## config.mk

```make
export PLATFORM = sky130hd
export DESIGN_NAME = timer_waveform_modes
export DESIGN_NICKNAME = d
export VERILOG_FILES = /design/src/common/timer_wave_pkg.sv /design/src/rtl/timer_waveform_modes.sv
export SDC_FILE = /design/constraint.sdc
export NUM_CORES = 1
export LEC_CHECK = 0
export BUFFER_PORTS_ARGS = -buffer_cell sky130_fd_sc_hd__buf_2
export CAP_MARGIN = 20
export CELL_PAD_IN_SITES_DETAIL_PLACEMENT = 0
export CELL_PAD_IN_SITES_GLOBAL_PLACEMENT = 1
export CORE_UTILIZATION = 44
export CTS_CLUSTER_DIAMETER = 40
export DETAILED_ROUTE_END_ITERATION = 10
export GPL_TIMING_DRIVEN = 0
export PLACE_DENSITY_LB_ADDON = 0.12
export SYNTH_ARGS = -nofsm -noshare
export SYNTH_HDL_FRONTEND = slang
export SYNTH_SLANG_ARGS = --single-unit
```

## constraint.sdc

```tcl
create_clock -name clk_i -period 3.2 [get_ports clk_i]
set_clock_uncertainty 0.15 [all_clocks]
set_input_delay 0.96 -clock clk_i [delete_from_list [all_inputs] [get_ports clk_i]]
set_output_delay 0.96 -clock clk_i [all_outputs]
set_load 0.005 [all_outputs]
```

## src/common/timer_wave_pkg.sv

```systemverilog
// package of constants for the 8-bit waveform timer
// assumes a 32-bit ahb-lite register bus and a 100 MHz clock

package timer_wave_pkg;

  // ---------------------------------------------------------------
  // register byte offsets
  // ---------------------------------------------------------------
  localparam logic [7:0] OFF_CTRL   = 8'h00;
  localparam logic [7:0] OFF_COUNT  = 8'h04;
  localparam logic [7:0] OFF_CMP_A  = 8'h08;
  localparam logic [7:0] OFF_CMP_B  = 8'h0C;
  localparam logic [7:0] OFF_FLAGS  = 8'h10;
  localparam logic [7:0] OFF_PRESC  = 8'h14;
  localparam logic [7:0] OFF_PIN    = 8'h18;

  // ---------------------------------------------------------------
  // field positions
  // ---------------------------------------------------------------
  localparam int CTRL_MODE_LSB  = 0;   // 3 bits wave_mode_sel
  localparam int CTRL_ACT_A_LSB = 4;   // 2 bits out_action_sel_a
  localparam int CTRL_ACT_B_LSB = 6;   // 2 bits out_action_sel_b
  localparam int CTRL_RUN_BIT   = 8;
  localparam int FLAG_WRAP_BIT  = 0;
  localparam int FLAG_MA_BIT    = 1;
  localparam int FLAG_MB_BIT    = 2;
  localparam int PIN_DIR_LSB    = 0;   // 2 bits direction a,b
  localparam int PIN_PORT_LSB   = 2;   // 2 bits plain port level a,b
  localparam int PIN_WAVE_LSB   = 4;   // 2 bits wave levels, read only

  // ---------------------------------------------------------------
  // modes, actions, values
  // ---------------------------------------------------------------
  localparam logic [2:0] MODE_NORMAL  = 3'h0;
  localparam logic [2:0] MODE_PC_FF   = 3'h1;
  localparam logic [2:0] MODE_CTC     = 3'h2;
  localparam logic [2:0] MODE_FAST_FF = 3'h3;
  localparam logic [2:0] MODE_PC_A    = 3'h5;
  localparam logic [2:0] MODE_FAST_A  = 3'h7;
  localparam logic [1:0] ACT_NONE     = 2'h0;
  localparam logic [1:0] ACT_TOGGLE   = 2'h1;
  localparam logic [1:0] ACT_CLEAR    = 2'h2;
  localparam logic [1:0] ACT_SET      = 2'h3;
  localparam logic [7:0] CNT_MAX      = 8'hFF;
  localparam logic [7:0] CNT_BOTTOM   = 8'h00;
  localparam logic [15:0] PRESC_RST   = 16'h0000;

endpackage : timer_wave_pkg

```

## src/rtl/timer_waveform_modes.sv

```systemverilog
// 8-bit up/down timer with two compare channels and an ahb-lite slave
// assumes one 100 MHz clock, synchronous inputs, single word transfers
//
// How it works
// - mode zero counts up, wraps max to zero
// - normal mode wrap flag when count becomes zero
// - counting only sets wrap flag, software clears
// - mode two clears count on channel a match
// - mode two compare a unbuffered, may miss
// - mode two sets match flag a at top
// - mode two action one toggles output a
// - mode two wrap flag on max to zero
// - modes three/seven fast pwm, top max/compare a
// - fast pwm counts to top, then clears
// - fast pwm action two/three clear/set polarity
// - fast pwm wrap flag at top
// - fast pwm extreme compares: spike or constant
// - fast pwm action one toggles on match
// - modes one/five phase-correct up-down counting
// - phase-correct holds top one cycle, reverses
// - phase-correct clear up, set down
// - phase-correct wrap flag at bottom
// - phase-correct extreme compares give constant levels
// - phase-correct symmetry transition at bottom
// - action fields never change counting
// - output reaches pin only when direction output
// - pwm modes double buffer compare registers
// - match sets flag on following timer cycle
// - count write wins, blocks next match
// - action zero leaves output register unchanged

`timescale 1ns/100ps
`default_nettype none

module timer_waveform_modes
#(
  parameter int PRESC_W = 16
)
(
  input  wire logic        clk_i,
  input  wire logic        rst_n_i,
  input  wire logic        hsel_i,
  input  wire logic [31:0] haddr_i,
  input  wire logic [1:0]  htrans_i,
  input  wire logic        hwrite_i,
  input  wire logic [2:0]  hsize_i,
  input  wire logic [31:0] hwdata_i,
  input  wire logic        hready_i,
  output logic      [31:0] hrdata_o,
  output logic             hreadyout_o,
  output logic             hresp_o,
  output logic             wave_out_a_o,
  output logic             wave_out_a_oe_o,
  output logic             wave_out_b_o,
  output logic             wave_out_b_oe_o,
  output logic             wrap_flag_o,
  output logic             match_flag_a_o,
  output logic             match_flag_b_o
);

  // ---------------------------------------------------------------
  // checks and state
  // ---------------------------------------------------------------
  if (PRESC_W < 1 || PRESC_W > 16)
  begin : g_bad_presc
    $error("PRESC_W must lie between 1 and 16");
  end

  typedef struct packed {
    logic [7:0]         cnt;
    logic               dn;
    logic [7:0]         buf_a;
    logic [7:0]         buf_b;
    logic [7:0]         ocr_a;
    logic [7:0]         ocr_b;
    logic [2:0]         mode;
    logic [1:0]         act_a;
    logic [1:0]         act_b;
    logic               run;
    logic [PRESC_W-1:0] presc;
    logic [PRESC_W-1:0] pdiv;
    logic               wrap_f;
    logic               match_f_a;
    logic               match_f_b;
    logic               wave_a;
    logic               wave_b;
    logic               up_a;
    logic               up_b;
    logic               blk;
    logic [1:0]         dir;
    logic [1:0]         port;
    logic               dsel;
    logic               dwr;
    logic [7:0]         daddr;
    logic [31:0]        rdata;
  } state_type;

  state_type state_r;
  state_type state_nxt;

  logic       tick;
  logic       fast;
  logic       pc;
  logic       pwm;
  logic [7:0] top;
  logic       at_top;
  logic       mat_a;
  logic       mat_b;
  logic       dnm;
  logic       bot_pc;
  logic       cwr;
  logic       fwr;
  logic       wrap_ev;

  // ---------------------------------------------------------------
  // output level step for one channel
  // ---------------------------------------------------------------
  function automatic logic wave_step(input logic       cur,
                                     input logic [1:0] act,
                                     input logic       m,
                                     input logic       fst,
                                     input logic       phc,
                                     input logic       fbot,
                                     input logic       down,
                                     input logic       sym);
    logic inv;
    inv = (act == timer_wave_pkg::ACT_SET);
    if (act == timer_wave_pkg::ACT_NONE)
      return cur;
    if (act == timer_wave_pkg::ACT_TOGGLE)
      return m ? ~cur : cur;
    if (fst)
    begin
      if (fbot)
        return ~inv;
      return m ? inv : cur;
    end
    if (phc)
    begin
      if (m)
        return down ? ~inv : inv;
      return sym ? inv : cur;
    end
    return m ? inv : cur;
  endfunction : wave_step

  // ---------------------------------------------------------------
  // decode of mode, top and matches
  // ---------------------------------------------------------------
  always_comb
  begin
    fast   = (state_r.mode == timer_wave_pkg::MODE_FAST_FF) ||
             (state_r.mode == timer_wave_pkg::MODE_FAST_A);
    pc     = (state_r.mode == timer_wave_pkg::MODE_PC_FF) ||
             (state_r.mode == timer_wave_pkg::MODE_PC_A);
    pwm    = fast || pc;
    top    = (state_r.mode[2] || state_r.mode == timer_wave_pkg::MODE_CTC) ?
             state_r.ocr_a : timer_wave_pkg::CNT_MAX;
    at_top = (state_r.cnt == top);
    tick   = state_r.run && (state_r.pdiv == state_r.presc);
    mat_a  = (state_r.cnt == state_r.ocr_a) && !state_r.blk;
    mat_b  = (state_r.cnt == state_r.ocr_b) && !state_r.blk;
    // a match at top counts as down-counting, at bottom as up-counting
    dnm    = (state_r.dn && state_r.cnt != timer_wave_pkg::CNT_BOTTOM) || at_top;
    bot_pc = pc && state_r.dn && (state_r.cnt == timer_wave_pkg::CNT_BOTTOM);
    cwr    = state_r.dsel && state_r.dwr && (state_r.daddr == timer_wave_pkg::OFF_COUNT);
    fwr    = state_r.dsel && state_r.dwr && (state_r.daddr == timer_wave_pkg::OFF_FLAGS);
    // wrap event of the current mode, shared by the tick and the flag clear
    wrap_ev = fast ? at_top : (pc ? bot_pc : state_r.cnt == timer_wave_pkg::CNT_MAX);
  end

  // ---------------------------------------------------------------
  // next state: bus, counter, flags, outputs
  // ---------------------------------------------------------------
  always_comb
  begin
    state_nxt = state_r;

    // prescaler makes the timer tick
    if (!state_r.run || tick)
      state_nxt.pdiv = '0;
    else
      state_nxt.pdiv = state_r.pdiv + 1'b1;

    if (tick)
    begin
      state_nxt.blk = 1'b0;
      // counting depends on the mode only
      unique case (state_r.mode)
        timer_wave_pkg::MODE_CTC:
          state_nxt.cnt = mat_a ? timer_wave_pkg::CNT_BOTTOM
                                : state_r.cnt + 8'h01;
        timer_wave_pkg::MODE_FAST_FF, timer_wave_pkg::MODE_FAST_A:
          state_nxt.cnt = at_top ? timer_wave_pkg::CNT_BOTTOM
                                 : state_r.cnt + 8'h01;
        timer_wave_pkg::MODE_PC_FF, timer_wave_pkg::MODE_PC_A:
          if (!state_r.dn)
          begin
            state_nxt.dn  = at_top;
            state_nxt.cnt = at_top ? state_r.cnt - 8'h01 : state_r.cnt + 8'h01;
          end
          else if (state_r.cnt == timer_wave_pkg::CNT_BOTTOM)
          begin
            state_nxt.dn  = 1'b0;
            state_nxt.cnt = state_r.cnt + 8'h01;
          end
          else
            state_nxt.cnt = state_r.cnt - 8'h01;
        default:
          state_nxt.cnt = state_r.cnt + 8'h01;
      endcase
      if (!pc)
        state_nxt.dn = 1'b0;

      // wrap flag, set here and again in the flag write below
      if (wrap_ev)
        state_nxt.wrap_f = 1'b1;
      // match flags follow the match by one timer cycle
      if (mat_a)
        state_nxt.match_f_a = 1'b1;
      if (mat_b)
        state_nxt.match_f_b = 1'b1;

      // output registers
      state_nxt.wave_a = wave_step(state_r.wave_a, state_r.act_a, mat_a, fast, pc,
                                   fast && at_top, dnm,
                                   bot_pc && !state_r.up_a && state_r.ocr_a != top);
      state_nxt.wave_b = wave_step(state_r.wave_b, state_r.act_b, mat_b, fast, pc,
                                   fast && at_top, dnm,
                                   bot_pc && !state_r.up_b && state_r.ocr_b != top);
      // remember up-counting matches for the symmetry fix at bottom
      if (bot_pc)
      begin
        state_nxt.up_a = 1'b0;
        state_nxt.up_b = 1'b0;
      end
      if (mat_a && !dnm)
        state_nxt.up_a = 1'b1;
      if (mat_b && !dnm)
        state_nxt.up_b = 1'b1;

      // buffered compares load at bottom for fast, at top for dual slope
      if ((fast && at_top) || (pc && at_top && !state_r.dn))
      begin
        state_nxt.ocr_a = state_r.buf_a;
        state_nxt.ocr_b = state_r.buf_b;
      end
    end

    // unbuffered compares outside pwm
    if (!pwm)
    begin
      state_nxt.ocr_a = state_r.buf_a;
      state_nxt.ocr_b = state_r.buf_b;
    end

    // data phase writes
    if (state_r.dsel && state_r.dwr)
    begin
      unique case (state_r.daddr)
        timer_wave_pkg::OFF_CTRL:
        begin
          state_nxt.mode  = hwdata_i[timer_wave_pkg::CTRL_MODE_LSB +: 3];
          state_nxt.act_a = hwdata_i[timer_wave_pkg::CTRL_ACT_A_LSB +: 2];
          state_nxt.act_b = hwdata_i[timer_wave_pkg::CTRL_ACT_B_LSB +: 2];
          state_nxt.run   = hwdata_i[timer_wave_pkg::CTRL_RUN_BIT];
        end
        timer_wave_pkg::OFF_COUNT:
        begin
          state_nxt.cnt = hwdata_i[7:0];
          state_nxt.blk = 1'b1;
        end
        timer_wave_pkg::OFF_CMP_A:
          state_nxt.buf_a = hwdata_i[7:0];
        timer_wave_pkg::OFF_CMP_B:
          state_nxt.buf_b = hwdata_i[7:0];
        timer_wave_pkg::OFF_FLAGS:
        begin
          // write one clears; a set in the same cycle wins
          state_nxt.wrap_f = (state_r.wrap_f & ~hwdata_i[timer_wave_pkg::FLAG_WRAP_BIT])
                             | (tick & wrap_ev);
          state_nxt.match_f_a = (state_r.match_f_a & ~hwdata_i[timer_wave_pkg::FLAG_MA_BIT])
                                | (tick & mat_a);
          state_nxt.match_f_b = (state_r.match_f_b & ~hwdata_i[timer_wave_pkg::FLAG_MB_BIT])
                                | (tick & mat_b);
        end
        timer_wave_pkg::OFF_PRESC:
          state_nxt.presc = hwdata_i[PRESC_W-1:0];
        timer_wave_pkg::OFF_PIN:
        begin
          state_nxt.dir  = hwdata_i[timer_wave_pkg::PIN_DIR_LSB +: 2];
          state_nxt.port = hwdata_i[timer_wave_pkg::PIN_PORT_LSB +: 2];
        end
        default:
          state_nxt.dir = state_r.dir;                                   // unmapped: ignored
      endcase
    end

    // address phase capture and read data
    state_nxt.dsel  = hsel_i && htrans_i[1] && hready_i;
    state_nxt.dwr   = hwrite_i;
    state_nxt.daddr = haddr_i[7:0];
    state_nxt.rdata = 32'h0000_0000;
    if (hsel_i && htrans_i[1] && hready_i && !hwrite_i)
    begin
      unique case (haddr_i[7:0])
        timer_wave_pkg::OFF_CTRL:
          state_nxt.rdata = {23'h00_0000, state_r.run, state_r.act_b, state_r.act_a,
                             1'b0, state_r.mode};
        timer_wave_pkg::OFF_COUNT:
          state_nxt.rdata = {24'h00_0000, state_r.cnt};
        timer_wave_pkg::OFF_CMP_A:
          state_nxt.rdata = {24'h00_0000, state_r.buf_a};
        timer_wave_pkg::OFF_CMP_B:
          state_nxt.rdata = {24'h00_0000, state_r.buf_b};
        timer_wave_pkg::OFF_FLAGS:
          state_nxt.rdata = {29'h0000_0000, state_r.match_f_b, state_r.match_f_a,
                             state_r.wrap_f};
        timer_wave_pkg::OFF_PRESC:
          state_nxt.rdata = 32'(state_r.presc);
        timer_wave_pkg::OFF_PIN:
          state_nxt.rdata = {26'h000_0000, state_r.wave_b, state_r.wave_a,
                             state_r.port, state_r.dir};
        default:
          state_nxt.rdata = 32'h0000_0000;
      endcase
    end
  end

  // ---------------------------------------------------------------
  // state register
  // ---------------------------------------------------------------
  always_ff @(posedge clk_i or negedge rst_n_i)
  begin
    if (!rst_n_i)
    begin
      state_r       <= '0;
      state_r.presc <= PRESC_W'(timer_wave_pkg::PRESC_RST);
    end
    else
      state_r <= state_nxt;
  end

  // ---------------------------------------------------------------
  // outputs
  // ---------------------------------------------------------------
  // the wave level overrides the plain port level when an action is set
  assign wave_out_a_o    = (state_r.act_a != timer_wave_pkg::ACT_NONE) ? state_r.wave_a
                                                                       : state_r.port[0];
  assign wave_out_b_o    = (state_r.act_b != timer_wave_pkg::ACT_NONE) ? state_r.wave_b
                                                                       : state_r.port[1];
  assign wave_out_a_oe_o = state_r.dir[0];
  assign wave_out_b_oe_o = state_r.dir[1];
  assign wrap_flag_o     = state_r.wrap_f;
  assign match_flag_a_o  = state_r.match_f_a;
  assign match_flag_b_o  = state_r.match_f_b;
  assign hrdata_o        = state_r.rdata;
  assign hreadyout_o     = 1'b1;
  assign hresp_o         = 1'b0;
endmodule : timer_waveform_modes

`default_nettype wire

```

## Word level (Yosys, flattened, before mapping)

Cells that the tools add are included.

| word-level totals | value |
|---|---|
| bits of input ports | 74 |
| output and inout port bits | 41 |
| bits in registers | 135 |

| cells by class | value |
|---|---|
| equal/unequal tests | 33 |
| mux-type cells | 114 |
| bitwise logic cells | 16 |
| add/subtract/negate cells | 3 |
| reductions and logical operators | 56 |

Operator list:

| operator | number |
|---|---|
| $pmux W16 S7 | 1 |
| $mux W1 | 91 |
| $mux W16 | 5 |
| $mux W8 | 8 |
| $eq A8 B5 Y1 const B | 6 |
| $eq A8 B4 Y1 const B | 4 |
| $eq A8 B8 Y1 | 3 |
| $logic_not A8 Y1 | 3 |
| $pmux W8 S3 | 1 |
| $reduce_and A2 Y1 | 11 |
| $logic_and A1 B1 Y1 | 19 |
| $mux W9 | 2 |
| $add A16 B1 Y16 const B | 1 |
| $eq A16 B16 Y1 | 1 |
| $eq A8 B3 Y1 const B | 2 |
| $ne A8 B8 Y1 | 2 |
| $ne A7 B7 Y1 const B | 2 |
| $add A8 B1 Y8 const B | 1 |
| $eq A8 B8 Y1 const B | 1 |
| $reduce_bool A2 Y1 | 4 |
| $reduce_bool A8 Y1 | 1 |
| $sub A8 B1 Y8 const B | 1 |
| $logic_not A1 Y1 | 7 |
| $logic_or A1 B1 Y1 | 7 |
| other kinds (15) | 38 |

## Longest topological paths before layout

Gate-level depths: netlist of the first run.

| logic depth | value |
|---|---|
| word-level depth | 22 |
| mapped depth | 12 |
| depth with buffers taken out | 8 |

## Worst setup path after synthesis of the first run

No wires, ideal clock.

| timing path | value |
|---|---|
| kind | input to register |
| start | input port haddr_i[0] |
| end | register state_r, in the netlist hrdata_o[5] |
| path buffers | 1 |
| data arrival time | 2637 ps |
| setup slack | 338 ps |
| stages on the path | 8 |
| required time | 2975 ps |
| cells stage by stage | or4_1 -> nor3_1 -> and3_1 -> clkbuf_1 -> a222oi_1 -> o21ai_0 -> a31oi_1 -> nor2_1 |

RTL lines:

| element | line | text |
|---|---|---|
| start: declaration | timer_waveform_modes.sv:43 | `input wire logic [31:0] haddr_i,` |
| end signal: assignment | timer_waveform_modes.sv:341 | `state_r <= state_nxt;` |
| end: declaration | timer_waveform_modes.sv:98 | `state_type state_r;` |

==> results of run 1 <==
## worst max-delay path, delay by kind of cell (launching register included)
| kind | cells | cell delay, ps |
|---|---|---|
| AO/OA/AOI/OAI | 2 | 320 |
| buffers and inverters | 1 | 290 |
| flip-flops | 1 | 350 |
| AND/OR/NAND/NOR | 5 | 1790 |
## per-stage QoR
stage,cell area [um^2],utilization [%],setup slack [ps],power [mW]
after global placement,7600,49.5,-434,1.80
final,8330,54.2,131,3.85
after detailed placement,7640,49.7,-150,1.81
after global routing,8330,54.2,18.8,3.97
after floorplan,7080,-,338,1.70
after CTS,8300,54.0,21.3,3.88
## worst min path at each step
stage,from,endpoint
after floorplan,state_r[48],state_r[48]
after global placement,state_r[47],state_r[47]
after detailed placement,state_r[47],state_r[47]
after CTS,rst_n_i,state_r[38]
after global routing,rst_n_i,state_r[38]
final,rst_n_i,state_r[37]
## flip-flops by register name, indices dropped and copies added (netlist names), named ones only
name / flops
state_r: 96
hrdata_o: 16
wrap_flag_o: 1
wave_out_b_oe_o: 1
match_flag_a_o: 1
match_flag_b_o: 1
wave_out_a_oe_o: 1
## repair_timing
item | CTS | global route
endpoints found under the setup margin | 2 | 16
setup buffers | 1 | 3
pin swaps | 1 | 1
resized for setup | 2 | 8
## final cells by class
class	count	share of cell area [%]
multi-input combinational	535	43.4
buffer	74	5.36
clock buffer	21	5.65
timing repair buffer	58	3.95
tap	211	3.17
clock inverter	11	2.04
sequential	119	35.8
inverter	14	0.631
## logic make-up after synthesis
family	share of synthesized area (%)
fa+ha+maj	0.713
buf+inv	7.13
other cells	0.107
simple gates	18.5
compound gates	14.0
flops	42.4
xor+xnor	5.99
mux	11.1
## report_power, final
| part | switching, mW | internal [mW] |
|---|---|---|
| registers | 0.0334 | 1.54 |
| logic | 0.124 | 0.0907 |
| clock network | 0.703 | 1.37 |
| total | 0.860 | 2.99 |
## routing by layer
layer  part of all wire [%]  up-vias  routed length [um]
li1                       -     2758                   -
met4                    2.7        0                 557
met2                     45      237                9360
met5                      0        -                   0
met3                    6.9       38                1430
met1                     45     2937                9240
## placed cells by master, fill, tap and decap left out, types with 8 or more instances in the layout
master     count
nor3_1        11
clkbuf_16     17
o21ai_0       40
mux2_4         8
xor2_1        13
or3_1         13
inv_1         13
dfrtp_1      119
conb_1        18
nand3_1       20
mux2i_1       11
xnor2_1       35
mux2_2        49
buf_4         39
nand2_1       65
buf_2         55
and3_1        25
clkbuf_1      29
nand4_1        9
a21oi_1       33
nor2_1        51
==> impl_metrics.yaml, run 1 <==
run_status:
  status: "complete, no violations"
setup_path:
  critical_path.cell_chain: "or4_1, nor3_1, nand2_1, or3_1, clkbuf_1, and3_1, a21oi_1, o311ai_2"
  cpPeakStageDelay_ps: 530
  endpoint_kind: "flop"
  cp.arrival_ps: 3180
  crit_type: "reg -> reg"
  cp-endpoint: "state_r[133]"
  crit_path_start_kind: "flop"
  required_ps: 3310
  rr_worst_depth: 8
  cp_slowest_cell: "or4_1"
  reg2reg_setup_slack_ps: 130
  r2r-start: "state_r[32]"
  cp-startpoint: "state_r[32]"
  worstReg2RegEnd: "state_r[133]"
  crit_fanout: 10
final_layout:
  drive_gt1_share_pct: 25.2
  antennaDiodeCount: 0
  nFillCells: 1412
  fin_nets: 897
  layout.cells.non_filler: 1043
  area_growth_pct: 18.6
  multi_input_area_um2: 3620
  regArea_um2: 2980
logic_synthesis:
  yosys_most_used_dff: "dfrtp_1"
  synth_edf_count: 0
  synthCells: 728
  yosys-top-cells-count: "119 x dfrtp_1, 66 x nand2_1, 51 x nor2_1"
  synth_area_um2: 7020
  yosysUniqueCellTypes: 78
  synth_seq_cells: 119
  yosys.cell_count.top_type: "dfrtp_1"
  synth_area_leaders: "dfrtp_1 42%, mux2_2 7.9%, xnor2_1 4.4%"
  synth_top_area_cell: "dfrtp_1"
  synth_top_area_share_pct: 42.4
  post_synth.cell_area_avg_um2: 9.64
  yosys_warnings: 0
  ys_seq_area_share_pct: 42.4
  async_flop_share_pct: 100
timing:
  worstMarginPinSlew_ps: 1040
  finalSetupTns_ps: 0
  rsz0062_at_grt: "false"
  relSlewSlack_pct: 29.8
  period_share_pct: 95.9
  clock.fmax_mhz: 326
  whs_ps: 305
  min_period_ps: 3070
  slew_violations: 0
  hold_viol_final: 0
  finalSetupViolCount: 0
clock_network:
  hold_buffers: 0
  cts.sinks: 119
  cts_root_buf: "clkbuf_16"
  clkLatencyLatePin_ps: 420
  clkTransAtPathRegs_ps: 60
  clock_path_buffers: 2
  cts_tree: "done"
  htree_levels: 4
  cts_buffers: 17
placement:
  dp_hpwl_mm: 14.9
  place.gp.congestion: 0.893
  dp.cells: 1009
  io_buffers: 52
die:
  rows: 45
  die_x_um: 128
  fp.dieArea_um2: 16500
  io_pins: 115
  initial_utilization_pct: 45.7
  coreArea_um2: 15400
  die_h_um: 128
routing:
  drt-initial-drc-count: 450
  firstDrtPassIters: 5
  drt_wl_total_mm: 20.6
  viasPerCell: 5.72
  via_count: 5970
  drc: 0
  ant_nets: 0
  routedWlPerCell_um: 19.7
global_route:
  grtUsageMet2_pct: 39.9
  antenna_found_initial: 0
  grt_use_met3_pct: 5.93
  grtUsageTotal_pct: 26.4
  grt_start_max_net_pins: 77
  use_met1_pct: 36.8
  grt.overflow.total: 0
  grt_pass1_wl_mm: 32.1
  first_global_vias: 5689
  grt.busiest_layer: "met2"
min_path:
  min_path_type: "in -> async"
pwr:
  ir_drop_v: 0.000404
  power_leakage_nw: 3.68
  powerDensity_nw_per_um2: 463
job:
  maxCapViolCount: 0
(Power assumes the default switching activity.)
==> inputs of run 2 (changes only) <==
--- a/config.mk
+++ b/config.mk
@@ -5,14 +5,16 @@
 export SDC_FILE = /design/constraint.sdc
 export NUM_CORES = 1
 export LEC_CHECK = 0
+export ABC_AREA = 1
 export BUFFER_PORTS_ARGS = -buffer_cell sky130_fd_sc_hd__buf_2
 export CAP_MARGIN = 20
 export CELL_PAD_IN_SITES_DETAIL_PLACEMENT = 0
 export CELL_PAD_IN_SITES_GLOBAL_PLACEMENT = 1
-export CORE_UTILIZATION = 44
+export CORE_UTILIZATION = 42
 export CTS_CLUSTER_DIAMETER = 40
 export DETAILED_ROUTE_END_ITERATION = 10
 export GPL_TIMING_DRIVEN = 0
+export MAX_ROUTING_LAYER = met4
 export PLACE_DENSITY_LB_ADDON = 0.12
 export SYNTH_ARGS = -nofsm -noshare
 export SYNTH_HDL_FRONTEND = slang
==> constraint.sdc (replaced) <==
create_clock -name clk_i -period 3.2 [get_ports clk_i]
set_clock_uncertainty 0.15 [all_clocks]
set_input_delay 0.96 -clock clk_i [delete_from_list [all_inputs] [get_ports clk_i]]
set_output_delay 0.96 -clock clk_i [all_outputs]
set_load 0.1 [all_outputs]
==> run 2 against run 1 <==
Compared with the run above: area after synthesis down 3.9%; final cell count up 12%; highest routed layer unchanged; critical path depth down 3; largest cell class unchanged; critical endpoint is now wave_out_a_o; setup slack better by 120 ps.
==> impl_metrics.yaml, run 2 <==
final_layout:
  final_common_cell: "nand2_1"
  fin_nets: 1021
  drive_gt1_share_pct: 18.4
  max_flop_register: "state_r"
  final_cell_mix: "228 x nand2_1, 119 x dfrtp_1, 79 x inv_1, 57 x buf_2, 56 x nor2_1"
  area_growth_pct: 19.1
  antennaDiodeCount: 0
  largest_reg_flops: 96
setup_path:
  endpoint_kind: "output pin"
  required_ps: 2090
  crit_fanout: 8
  cpPeakStageDelay_ps: 460
  crit_type: "reg -> out"
  critical_path.top_delay_family: "buffers and inverters"
  critical_path.cell_chain: "clkbuf_1, nor2_1, nand2_1, o21ai_1, buf_2"
  cp.arrival_ps: 1840
  reg2reg_setup_slack_ps: 660
  rr_worst_depth: 10
  cp_slowest_cell: "buf_2"
  r2r-start: "state_r[55]"
  crit_path_start_kind: "flop"
  worstReg2RegEnd: "state_r[96]"
  worst-path-buf-inv: 2
placement:
  io_buffers: 52
  place.gp.congestion: 0.896
  dp_hpwl_mm: 15.3
logic_synthesis:
  synth_edf_count: 0
  synth_seq_cells: 119
  synthCells: 855
  synth_compound_gate_area_share_pct: 12.4
  yosys-mux-area-fraction_pct: 0.668
  synth_simple_gate_area_share_pct: 26.8
  synth_area_um2: 6750
  post_synth.cell_area_avg_um2: 7.89
  yosys_warnings: 0
  async_flop_share_pct: 100
  yosys-top-cells-count: "228 x nand2_1, 119 x dfrtp_1, 79 x inv_1"
  synthAdderAreaFrac_pct: 0.742
  ys_seq_area_share_pct: 44.1
  synth-xor-area-share_pct: 4.41
  synth_top_area_cell: "dfrtp_1"
  yosysUniqueCellTypes: 51
  synth_area_leaders: "dfrtp_1 44%, nand2_1 13%, inv_1 4.4%"
  synth_top_family_by_area: "simple AND/OR/NAND/NOR gates"
  yosys.cell_count.top_type: "nand2_1"
  synth_top_area_share_pct: 44.1
  yosys_most_used_dff: "dfrtp_1"
die:
  die_h_um: 129
  rows: 45
  initial_utilization_pct: 43.7
  io_pins: 115
  coreArea_um2: 15400
  fp.dieArea_um2: 16600
  die_x_um: 129
clock_network:
  cts_root_buf: "clkbuf_16"
  cts_resized: 0
  post-cts-setup-buffer-count: 0
  cts_buffers: 17
  cts.sinks: 119
  htree_levels: 4
  hold_buffers: 0
  clkLatencyLatePin_ps: 430
  cts_tree: "done"
  clock_path_buffers: 2
  clkTransAtPathRegs_ps: 50
timing:
  period_share_pct: 92.0
  rsz0062_at_grt: "false"
  worstMarginPinSlew_ps: 915
  relSlewSlack_pct: 38.4
  whs_ps: 345
  finalSetupTns_ps: 0
  clock.fmax_mhz: 340
  slew_violations: 0
  hold_viol_final: 0
  min_period_ps: 2950
  finalSetupViolCount: 0
global_route:
  grtUsageTotal_pct: 26.9
  grt.overflow.total: 0
  first_global_vias: 5926
  grt_start_max_net_pins: 63
  antenna_found_initial: 0
  grt_pass1_wl_mm: 31.7
routing:
  via_count: 6083
  drt-initial-drc-count: 407
  firstDrtPassIters: 5
  viasPerCell: 5.21
  routedWlPerCell_um: 17.2
  drt_wl_total_mm: 20.1
  ant_nets: 0
  drc: 0
pwr:
  p_sw_mw: 1.34
  combPwrFrac_pct: 16.6
  ir_drop_v: 0.000403
  switching_share_pct: 28.4
  p_seq_share_pct: 37.3
  powerDensity_nw_per_um2: 587
  power_leakage_nw: 4.01
  power.clock.fraction_pct: 46.0
  internal-power_mw: 3.38
min_path:
  min_path_type: "in -> async"
run_status:
  status: "complete, no violations"
job:
  maxCapViolCount: 0
run 2: layout make-up:
type,instances,area (um^2)
Buffer,57,392
Clock buffer,20,447
Clock inverter,12,223
Fill cell,1529,7390
Inverter,89,334
Multi-Input combinational cell,606,3100
Sequential cell,119,2980
Tap cell,211,264
Timing Repair Buffer,53,294
run 2: cell families after synthesis:
| logic type | Yosys count |
|---|---|
| and+or+nand+nor | 408 |
| buffers and inverters | 146 |
| AOI/OAI and AO/OA | 138 |
| DFF | 119 |
| xor gates and xnor gates | 34 |
| adders and majority gates | 4 |
| muxes | 4 |
| other | 2 |
run 2: stage by stage:
stage | cell area (um^2) | std cells | power [mW] | setup WS [ps] | utilization [%]
floorplan | 6810 | 871 | 2.34 | 125 | -
global placement | 7330 | 1134 | 2.54 | -458 | 47.5
detailed placement | 7370 | 1135 | 2.57 | 134 | 47.7
CTS | 8040 | 1167 | 4.75 | 246 | 52.1
global route | 8040 | 1167 | 4.93 | 134 | 52.1
finish | 8040 | 1167 | 4.72 | 255 | 52.1
run 2: how the worst max path moves through the flow:
stage | start | endpoint | cells past startpoint
floorplan | state_r[89] | wave_out_a_o | 3
global placement | rst_n_i | state_r[59] | 1
detailed placement | haddr_i[5] | hrdata_o[6] | 10
CTS | state_r[89] | wave_out_a_o | 5
global route | state_r[87] | wave_out_b_o | 5
finish | state_r[89] | wave_out_a_o | 5
run 2: power by group through the flow:
stage / clock network, mW / registers (mW) / logic (mW)
2_1_floorplan: 0 / 1.74 / 0.596
3_5_place_dp: 0 / 1.78 / 0.787
6_report: 2.17 / 1.76 / 0.785
3_3_place_gp: 0 / 1.78 / 0.765
5_1_grt: 2.27 / 1.77 / 0.884
4_1_cts: 2.20 / 1.76 / 0.792
run 2: worst reg2reg max path: cells and delay by family, from the launching register on:
family	cells	cell delay, ps
simple gates	5	1090
buf+inv	2	390
flops	1	440
compound gates	3	350
run 2: routing by layer:
metal	vias to the layer above	GRT usage [%]	part of all wire (%)	wire length [um]
li1	2914	-	-	-
met1	2954	31.7	43	8540
met2	179	45.6	51	10200
met3	36	3.95	3.8	764
met4	0	11.8	2.6	527
met5	-	-	0	0
